$ cat config.mk
export PLATFORM = sky130hd
export DESIGN_NAME = lasi_alarm_irq
export DESIGN_NICKNAME = d
export VERILOG_FILES = /design/src/lasi_pkg.sv /design/src/lasi_serial_port.sv /design/src/lasi_alarm_irq.sv
export SDC_FILE = /design/constraint.sdc
export NUM_CORES = 1
export LEC_CHECK = 0
export BUFFER_PORTS_ARGS = -buffer_cell sky130_fd_sc_hd__buf_2
export CAP_MARGIN = 20
export CORE_MARGIN = 2
export CORE_UTILIZATION = 55
export CTS_CLUSTER_SIZE = 10
export DETAILED_ROUTE_END_ITERATION = 10
export GPL_TIMING_DRIVEN = 0
export HOLD_SLACK_MARGIN = 0.05
export PLACE_DENSITY = 0.73
export SLEW_MARGIN = 15
export SYNTH_ARGS = -nofsm -noshare
export SYNTH_HDL_FRONTEND = slang
export SYNTH_SLANG_ARGS = --single-unit
$ cat constraint.sdc
create_clock -name clock_in -period 4.15 [get_ports clock_in]
set_input_delay 0.6225 -clock clock_in [delete_from_list [all_inputs] [get_ports clock_in]]
set_output_delay 0.6225 -clock clock_in [all_outputs]
set_load 0.01 [all_outputs]
$ cat src/lasi_pkg.sv
package lasi_pkg;

   // ----------------------------------------------------------------------
   // widths
   // ----------------------------------------------------------------------
   localparam int ADDR_W = 6;
   localparam int DATA_W = 8;
   localparam int COND_N = 5;
   localparam int CNT_W  = 5;

   // ----------------------------------------------------------------------
   // register offsets on the serial register port
   // ----------------------------------------------------------------------
   localparam logic [ADDR_W-1:0] IRQ_ENABLE_ADDR   = 6'h00;
   localparam logic [ADDR_W-1:0] CHANGE_FLAGS_ADDR = 6'h01;
   localparam logic [ADDR_W-1:0] LIVE_STATE_ADDR   = 6'h02;

   // ----------------------------------------------------------------------
   // bit positions shared by enable, change and live registers
   // ----------------------------------------------------------------------
   localparam int OSC_BIT      = 4;
   localparam int LOSS_BIT     = 3;
   localparam int RECOVERY_BIT = 2;
   localparam int TX_PLL_BIT   = 1;
   localparam int OVERFLOW_BIT = 0;

   // ----------------------------------------------------------------------
   // reset values and masks
   // ----------------------------------------------------------------------
   localparam logic [DATA_W-1:0] ENABLE_RESET = 8'h00;
   localparam logic [DATA_W-1:0] FLAGS_RESET  = 8'h00;
   localparam logic [DATA_W-1:0] LIVE_RESET   = 8'h00;
   localparam logic [DATA_W-1:0] USED_MASK    = 8'h1F;
   localparam logic [DATA_W-1:0] UNMAPPED_RD  = 8'h00;

   // ----------------------------------------------------------------------
   // serial frame: rising clock edge numbers, counted from one
   // ----------------------------------------------------------------------
   localparam logic [CNT_W-1:0] CNT_RESET       = 5'h00;
   localparam logic [CNT_W-1:0] CNT_STEP        = 5'h01;
   localparam logic [CNT_W-1:0] RW_EDGE         = 5'h01;
   localparam logic [CNT_W-1:0] ADDR_FIRST_EDGE = 5'h02;
   localparam logic [CNT_W-1:0] ADDR_LAST_EDGE  = 5'h07;
   localparam logic [CNT_W-1:0] DUMMY_EDGE      = 5'h08;
   localparam logic [CNT_W-1:0] DATA_FIRST_EDGE = 5'h09;
   localparam logic [CNT_W-1:0] DATA_LAST_EDGE  = 5'h10;

   // ----------------------------------------------------------------------
   // serial frame phases
   // ----------------------------------------------------------------------
   typedef enum logic [1:0]
   {
      LASI_IDLE  = 2'b00,
      LASI_SHIFT = 2'b01,
      LASI_DONE  = 2'b10
   } lasi_phase_t;

   // bit index of an edge inside a field that starts at first
   function automatic logic [2:0] lasi_offset
   (
      input logic [CNT_W-1:0] edge_no,
      input logic [CNT_W-1:0] first
   );
      logic [CNT_W-1:0] diff;
      diff = edge_no - first;
      return diff[2:0];
   endfunction

   // true when edge_no lies within first..last
   function automatic logic lasi_in_field
   (
      input logic [CNT_W-1:0] edge_no,
      input logic [CNT_W-1:0] first,
      input logic [CNT_W-1:0] last
   );
      return (edge_no >= first) && (edge_no <= last);
   endfunction

endpackage

$ cat src/lasi_serial_port.sv
`timescale 1ns/1ns

module lasi_serial_port
(
   input  wire logic                           clock_in,
   input  wire logic                           resetn_in,
   input  wire logic                           cs_n_in,
   input  wire logic                           sclk_in,
   input  wire logic                           sdi_in,
   input  wire logic [lasi_pkg::DATA_W-1:0]    rd_data_in,
   output logic      [lasi_pkg::ADDR_W-1:0]    addr_out,
   output logic      [lasi_pkg::DATA_W-1:0]    wr_data_out,
   output logic                                wr_pulse_out,
   output logic                                rd_pulse_out,
   output logic                                sdo_out,
   output logic                                sdo_oe_out
);
   import lasi_pkg::*;

   // ----------------------------------------------------------------------
   // state
   // ----------------------------------------------------------------------
   lasi_phase_t              phase_reg,  phase_next;
   logic [CNT_W-1:0]         cnt_reg,    cnt_next;
   logic                     rw_reg,     rw_next;
   logic [ADDR_W-1:0]        addr_reg,   addr_next;
   logic [DATA_W-1:0]        wdata_reg,  wdata_next;
   logic [DATA_W-1:0]        rdata_reg,  rdata_next;
   logic                     sdo_reg,    sdo_next;
   logic                     oe_reg,     oe_next;
   logic                     wr_reg,     wr_next;
   logic                     rd_reg,     rd_next;
   logic                     sclk_prev_reg;
   logic                     sclk_rise;
   logic                     sclk_fall;
   logic [CNT_W-1:0]         edge_no;

   // edges of the serial clock, sampled on the system clock
   assign sclk_rise = sclk_in & ~sclk_prev_reg;
   assign sclk_fall = ~sclk_in & sclk_prev_reg;
   assign edge_no   = cnt_reg + CNT_STEP;

   // ----------------------------------------------------------------------
   // frame decode
   // ----------------------------------------------------------------------
   always_comb
   begin
      phase_next = phase_reg;
      cnt_next   = cnt_reg;
      rw_next    = rw_reg;
      addr_next  = addr_reg;
      wdata_next = wdata_reg;
      rdata_next = rdata_reg;
      sdo_next   = sdo_reg;
      oe_next    = oe_reg;
      wr_next    = 1'b0;
      rd_next    = 1'b0;
      // snapshot taken in the cycle the read request is out
      if (rd_reg)
      begin
         rdata_next = rd_data_in;
      end
      unique case (phase_reg)
         LASI_IDLE:
         begin
            oe_next = 1'b0;
            if (!cs_n_in)
            begin
               phase_next = LASI_SHIFT;
               cnt_next   = CNT_RESET;
            end
         end
         LASI_SHIFT:
         begin
            if (cs_n_in)
            begin
               phase_next = LASI_IDLE;   // short frame is dropped
               oe_next    = 1'b0;
            end
            else if (sclk_rise)
            begin
               cnt_next = edge_no;
               if (edge_no == RW_EDGE)
                  rw_next = sdi_in;
               else if (lasi_in_field(edge_no, ADDR_FIRST_EDGE,
                                      ADDR_LAST_EDGE))
                  addr_next[lasi_offset(edge_no, ADDR_FIRST_EDGE)] = sdi_in;
               else if (edge_no == DUMMY_EDGE)
                  rd_next = rw_reg;      // read request, one cycle
               else
                  wdata_next[lasi_offset(edge_no, DATA_FIRST_EDGE)] = sdi_in;
               if (edge_no == DATA_LAST_EDGE)
                  phase_next = LASI_DONE;
            end
         end
         LASI_DONE:
         begin
            if (cs_n_in)
            begin
               phase_next = LASI_IDLE;
               wr_next    = ~rw_reg;     // write lands on chip select release
               oe_next    = 1'b0;
            end
         end
      endcase
      // read data leaves lsb first on falling edges nine to sixteen
      if (phase_reg != LASI_IDLE && !cs_n_in && sclk_fall && rw_reg &&
          lasi_in_field(cnt_reg, DATA_FIRST_EDGE, DATA_LAST_EDGE))
      begin
         sdo_next = rdata_reg[lasi_offset(cnt_reg, DATA_FIRST_EDGE)];
         oe_next  = 1'b1;
      end
   end

   // ----------------------------------------------------------------------
   // registers
   // ----------------------------------------------------------------------
   always_ff @(posedge clock_in or negedge resetn_in)
   begin
      if (!resetn_in)
      begin
         phase_reg     <= LASI_IDLE;
         cnt_reg       <= CNT_RESET;
         rw_reg        <= 1'b0;
         addr_reg      <= '0;
         wdata_reg     <= '0;
         rdata_reg     <= '0;
         sdo_reg       <= 1'b0;
         oe_reg        <= 1'b0;
         wr_reg        <= 1'b0;
         rd_reg        <= 1'b0;
         sclk_prev_reg <= 1'b0;
      end
      else
      begin
         phase_reg     <= phase_next;
         cnt_reg       <= cnt_next;
         rw_reg        <= rw_next;
         addr_reg      <= addr_next;
         wdata_reg     <= wdata_next;
         rdata_reg     <= rdata_next;
         sdo_reg       <= sdo_next;
         oe_reg        <= oe_next;
         wr_reg        <= wr_next;
         rd_reg        <= rd_next;
         sclk_prev_reg <= sclk_in;
      end
   end

   // outputs straight from flip-flops
   assign addr_out     = addr_reg;
   assign wr_data_out  = wdata_reg;
   assign wr_pulse_out = wr_reg;
   assign rd_pulse_out = rd_reg;
   assign sdo_out      = sdo_reg;
   assign sdo_oe_out   = oe_reg;

endmodule // lasi_serial_port

$ cat src/lasi_alarm_irq.sv
`timescale 1ns/1ns

// Notes on behaviour
// - oscillator lock change sets change flag bit 4.
// - loss-of-signal change sets change flag bit 3.
// - recovery lock change sets change flag bit 2.
// - transmit pll lock change sets change flag bit 1.
// - transmit buffer overflow change sets change flag bit 0.
// - a set flag raises the interrupt only when its enable at 0x00 is one.
// - oscillator flag and live bit mean nothing unless lock detect is on.
// - live bit 4 is one while the oscillator is locked.
// - live bit 3 is one while loss of signal is present.
// - live bit 2 is one while clock recovery is locked.
// - live bit 1 is one while the transmit pll is locked.
// - live bit 0 is one while transmit buffer overflow persists.
// - bits 7 to 5 of change and live registers are unused.
// - enable bit zero masks, one allows; enables reset to zero.

module lasi_alarm_irq
(
   input  wire logic   clock_in,
   input  wire logic   resetn_in,
   // serial register port
   input  wire logic   cs_n_in,
   input  wire logic   sclk_in,
   input  wire logic   sdi_in,
   output logic        sdo_out,
   output logic        sdo_oe_out,
   // monitored conditions from the analog detectors
   input  wire logic   osc_lock_detect_enable_in,
   input  wire logic   osc_locked_in,
   input  wire logic   signal_loss_in,
   input  wire logic   recovery_locked_in,
   input  wire logic   tx_pll_locked_in,
   input  wire logic   tx_buffer_overflow_in,
   // external interrupt, active high
   output logic        irq_out
);
   import lasi_pkg::*;

   // ----------------------------------------------------------------------
   // register port wiring
   // ----------------------------------------------------------------------
   logic [ADDR_W-1:0]   port_addr;
   logic [DATA_W-1:0]   port_wdata;
   logic                port_wr;
   logic                port_rd;
   logic [DATA_W-1:0]   port_rdata;

   // ----------------------------------------------------------------------
   // state
   // ----------------------------------------------------------------------
   logic [DATA_W-1:0]   enable_reg,  enable_next;
   logic [DATA_W-1:0]   live_reg,    live_next;
   logic [DATA_W-1:0]   flags_reg,   flags_next;
   logic                irq_reg,     irq_next;

   // ----------------------------------------------------------------------
   // intermediate terms
   // ----------------------------------------------------------------------
   logic [DATA_W-1:0]   cond_vec;
   logic [DATA_W-1:0]   change_vec;
   logic [DATA_W-1:0]   clear_vec;
   logic [DATA_W-1:0]   pending_vec;
   logic                enable_write;
   logic                flags_read;

   // ----------------------------------------------------------------------
   // serial register port
   // ----------------------------------------------------------------------
   lasi_serial_port u_port
   (
      .clock_in     (clock_in),
      .resetn_in    (resetn_in),
      .cs_n_in      (cs_n_in),
      .sclk_in      (sclk_in),
      .sdi_in       (sdi_in),
      .rd_data_in   (port_rdata),
      .addr_out     (port_addr),
      .wr_data_out  (port_wdata),
      .wr_pulse_out (port_wr),
      .rd_pulse_out (port_rd),
      .sdo_out      (sdo_out),
      .sdo_oe_out   (sdo_oe_out)
   );

   // ----------------------------------------------------------------------
   // helper functions
   // ----------------------------------------------------------------------

   // true when the port points at the given register
   function automatic logic reg_hit
   (
      input logic [ADDR_W-1:0] addr,
      input logic [ADDR_W-1:0] target
   );
      return addr == target;
   endfunction

   // a new event sets a flag even while it is read away
   function automatic logic flag_bit_next
   (
      input logic held,
      input logic cleared,
      input logic event_seen
   );
      return (held & ~cleared) | event_seen;
   endfunction

   // ----------------------------------------------------------------------
   // register decode
   // ----------------------------------------------------------------------

   // strobes for accesses with a side effect
   assign enable_write = port_wr && reg_hit(port_addr, IRQ_ENABLE_ADDR);
   assign flags_read   = port_rd && reg_hit(port_addr, CHANGE_FLAGS_ADDR);

   // ----------------------------------------------------------------------
   // interrupt enable register
   // ----------------------------------------------------------------------

   // only the five used bits are kept
   always_comb
   begin
      enable_next = enable_reg;
      if (enable_write)
      begin
         enable_next = port_wdata & USED_MASK;
      end
   end

   // enables come up masked
   always_ff @(posedge clock_in or negedge resetn_in)
   begin
      if (!resetn_in)
      begin
         enable_reg <= ENABLE_RESET;
      end
      else
      begin
         enable_reg <= enable_next;
      end
   end

   // ----------------------------------------------------------------------
   // live condition state
   // ----------------------------------------------------------------------

   // gather the detectors into register bit positions
   always_comb
   begin
      cond_vec               = LIVE_RESET;
      cond_vec[OSC_BIT]      = osc_locked_in
                               & osc_lock_detect_enable_in;
      cond_vec[LOSS_BIT]     = signal_loss_in;
      cond_vec[RECOVERY_BIT] = recovery_locked_in;
      cond_vec[TX_PLL_BIT]   = tx_pll_locked_in;
      cond_vec[OVERFLOW_BIT] = tx_buffer_overflow_in;
   end

   // live register follows the detectors
   always_comb
   begin
      live_next = cond_vec & USED_MASK;
   end

   // live state register
   always_ff @(posedge clock_in or negedge resetn_in)
   begin
      if (!resetn_in)
      begin
         live_reg <= LIVE_RESET;
      end
      else
      begin
         live_reg <= live_next;
      end
   end

   // ----------------------------------------------------------------------
   // change detection
   // ----------------------------------------------------------------------

   // any edge on a condition is a change event, except an oscillator edge while lock detect is off
   always_comb
   begin
      change_vec = (live_next ^ live_reg) & USED_MASK;
      // oscillator changes only count while lock detect is on
      if (!osc_lock_detect_enable_in)
      begin
         change_vec[OSC_BIT] = 1'b0;
      end
   end

   // ----------------------------------------------------------------------
   // latched change flags
   // ----------------------------------------------------------------------

   // a read of the flag register clears what was handed out
   always_comb
   begin
      clear_vec = FLAGS_RESET;
      if (flags_read)
      begin
         clear_vec = flags_reg;
      end
   end

   // new events win over the clear in the same cycle
   always_comb
   begin
      // unused bits stay zero
      flags_next = FLAGS_RESET;
      flags_next[OSC_BIT] =
         flag_bit_next(flags_reg[OSC_BIT], clear_vec[OSC_BIT],
                       change_vec[OSC_BIT]);
      flags_next[LOSS_BIT] =
         flag_bit_next(flags_reg[LOSS_BIT], clear_vec[LOSS_BIT],
                       change_vec[LOSS_BIT]);
      flags_next[RECOVERY_BIT] =
         flag_bit_next(flags_reg[RECOVERY_BIT], clear_vec[RECOVERY_BIT],
                       change_vec[RECOVERY_BIT]);
      flags_next[TX_PLL_BIT] =
         flag_bit_next(flags_reg[TX_PLL_BIT], clear_vec[TX_PLL_BIT],
                       change_vec[TX_PLL_BIT]);
      flags_next[OVERFLOW_BIT] =
         flag_bit_next(flags_reg[OVERFLOW_BIT], clear_vec[OVERFLOW_BIT],
                       change_vec[OVERFLOW_BIT]);
   end

   // latched flag register
   always_ff @(posedge clock_in or negedge resetn_in)
   begin
      if (!resetn_in)
      begin
         flags_reg <= FLAGS_RESET;
      end
      else
      begin
         flags_reg <= flags_next;
      end
   end

   // ----------------------------------------------------------------------
   // external interrupt
   // ----------------------------------------------------------------------

   // flags that the host lets through
   always_comb
   begin
      pending_vec = flags_reg & enable_reg;
   end

   // or of every flag qualified by its enable
   always_comb
   begin
      irq_next = |pending_vec;
   end

   // interrupt output register
   always_ff @(posedge clock_in or negedge resetn_in)
   begin
      if (!resetn_in)
      begin
         irq_reg <= 1'b0;
      end
      else
      begin
         irq_reg <= irq_next;
      end
   end

   // interrupt pin straight from a flip-flop
   assign irq_out = irq_reg;

   // ----------------------------------------------------------------------
   // read data
   // ----------------------------------------------------------------------

   // unused bits and unmapped offsets read as zero
   always_comb
   begin
      unique case (port_addr)
         IRQ_ENABLE_ADDR:
         begin
            port_rdata = enable_reg;
         end
         CHANGE_FLAGS_ADDR:
         begin
            port_rdata = flags_reg;
         end
         LIVE_STATE_ADDR:
         begin
            port_rdata = live_reg;
         end
         default:
         begin
            port_rdata = UNMAPPED_RD;
         end
      endcase
   end

endmodule // lasi_alarm_irq

==> metrics.yaml <==
ys_types: 42
vias: 1619
fp.dieW_um: 68.56
ant_nets: 0
dp_cells: 276
die_h_um: 68.56
hpwl_um: 3159
grt_util_met3_pct: 5.519
multi_input_area_mm2: 0.001082
rows: 23
syn_inst: 214
fin_hold_ws_ns: 0.2056
vias_per_cell: 5.681
path_clk_slew_ns: 0.08
clockBufferDepth: 2
top_usage_layer: "met1"
initial_core_util_pct: 57.30
wirelength_um: 4394
finClkSkew_ns: 0.008375
syn_nets: 233
cts_hold_repair.buffers: 0
path_max_fanout: 10
worst_slew_pin_slew_ns: 0.6402
worstSetupEndpointType: "flip-flop"
status: "finished, final reports clean"
post-route-drc-count: 0
grt.total_usage_pct: 21.48
yosysSeqAreaShare_pct: 49.13
io_pins: 14
finalSetupViolCount: 0
final_cell_mix: "dfrtp_1 (45), nand2_1 (24), mux2_2 (17)"
power_frac_clock_pct: 25.0
h-tree-depth: 2
nets: 253
antenna_found_initial: 0
yosysWarnings: 0
fin_setup_tns_ns: 0
dp_slack_ns: 0.9869
min_path_type: "input pin to asynchronous set/reset pin"
syn2layout_area_growth_pct: 11.30
wl_per_cell_um: 15.42
grt_pass1_wl_um: 7314
fin_area_mm2: 0.002551
met2_usage_pct: 30.17
gp_congestion: 0.7701
seq_area_mm2: 0.001126
start_kind: "flip-flop"
p_switching_mw: 0.4705
cap_violations: 0
hold_viol: 0
p_sw_share_pct: 34.84
p_per_area_mw_per_mm2: 529.3
rsz0062_at_grt: "false"
critical_path_arrival_ns: 3.37
grt_max_degree: 46
nFillCells: 324
path_class: "flip-flop to flip-flop"
place_area_mm2: 0.002415
use_met1_pct: 32.29
cts_sinks: 45
total_power_mw: 1.350
synth-seq-cells: 45
p_comb_share_pct: 34.7
syn_area_per_cell_um2: 10.71
synth-main-ff-cell: "dfrtp_1"
grt_pass1_vias: 1491
synth_area_mm2: 0.002292
drive_gt1_share_pct: 17.87
maxSlewHeadroom_pct: 56.93
power_frac_seq_pct: 40.3
port_buffers: 12
setup_slack_ns: 0.9588
largest_reg_flops: 6
dieArea_mm2: 0.004700
grt_overflow: 0
p_leak_nw: 1.151
post_cts_resized: 0
async_reset_ff_share_pct: 100.0
layout_commonest_cell: "dfrtp_1"
numCtsBuffers: 5
cts_tree: "done"
final_core_util_pct: 63.78
cts_root_buf: "clkbuf_8"
slew_violations: 0
post_cts_buffers: 0
p_int_mw: 0.8798
dr.first_iter.drc_count: 95
critPathRequiredTime_ns: 4.33
worstSkewPairLatency_ns: 0.30
max_freq_mhz: 313.4
synth_edf_count: 0
finalCritPeriodShare_pct: 76.90
drt-pass1-iter-count: 4
vdd_ir_drop_max_uv: 337.2
antennaDiodeCount: 0
min_period_ns: 3.191
coreArea_mm2: 0.004000
final_cells: 285
-- layer usage --
| metal | vias up | part of all wire (%) |
|---|---|---|
| li1 | 802 | - |
| met2 | 32 | 45 |
| met1 | 781 | 50 |
| met5 | - | 0 |
| met4 | 0 | 1.1 |
| met3 | 4 | 4.0 |
-- worst max-delay path, stage by stage (launching register included) --
cell	delay, ns
dfrtp_1	0.55
inv_1	0.18
ha_1	0.32
buf_1	0.21
nor3b_1	0.20
mux2_4	0.29
or4b_4	0.52
or4b_1	0.49
mux2_1	0.32
-- cell families after synthesis --
| group | share of synthesized area [%] |
|---|---|
| AOI/OAI and AO/OA | 9.935 |
| xor gates and xnor gates | 4.531 |
| adders and majority gates | 4.367 |
| buffers and inverters | 3.657 |
| DFF | 49.13 |
| muxes | 13.97 |
| and+or+nand+nor | 14.41 |
-- synth_stat cells, types with 3 or more instances --
cell | count | area, um^2
mux2i_1 | 8 | 80.08
nor4_1 | 4 | 25.02
nand2_1 | 24 | 90.09
clkbuf_1 | 8 | 30.03
a21oi_1 | 8 | 40.04
mux2_2 | 17 | 191.4
nor3b_1 | 3 | 22.52
a2111oi_0 | 4 | 35.03
o22ai_1 | 5 | 31.28
nor3_1 | 4 | 20.02
nand3_1 | 6 | 30.03
ha_1 | 8 | 100.1
inv_1 | 12 | 45.04
nor2_1 | 9 | 33.78
o21ai_0 | 10 | 50.05
xnor2_1 | 8 | 70.07
dfrtp_1 | 45 | 1126
-- path summary, 6_finish.rpt --
kind	cells after the start	slack [ns]	to	from
worst max-delay path	8	0.96	u_port.addr_out[4]	u_port.cnt_reg[0]
worst min-delay path	1	0.21	enable_reg[0]	resetn_in
worst max register to register	8	0.96	u_port.addr_out[4]	u_port.cnt_reg[0]
worst min register to register	1	0.50	u_port.wr_pulse_out	u_port.rw_reg
max in group asynchronous	2	3.46	u_port.phase_reg[1]	resetn_in
min in group clock_in	1	0.45	u_port.sclk_prev_reg	sclk_in
-- power by group through the flow --
stage	Clock, mW	Sequential (mW)	Combinational (mW)
floorplan	0	0.536	0.366
global placement	0	0.551	0.450
detailed placement	0	0.553	0.461
CTS	0.349	0.544	0.463
global route	0.365	0.552	0.530
finish	0.338	0.544	0.468
-- layout make-up --
| type | count | share of cell area (%) |
|---|---|---|
| plain buffers | 10 | 1.520 |
| clock buffers | 7 | 3.384 |
| clock inverters | 1 | 1.177 |
| inverters | 12 | 1.766 |
| multi-input cells | 147 | 42.42 |
| flip-flops and latches | 45 | 44.14 |
| well taps | 50 | 2.452 |
| repair buffers | 13 | 3.139 |
Power figures use the tool's default switching activity.
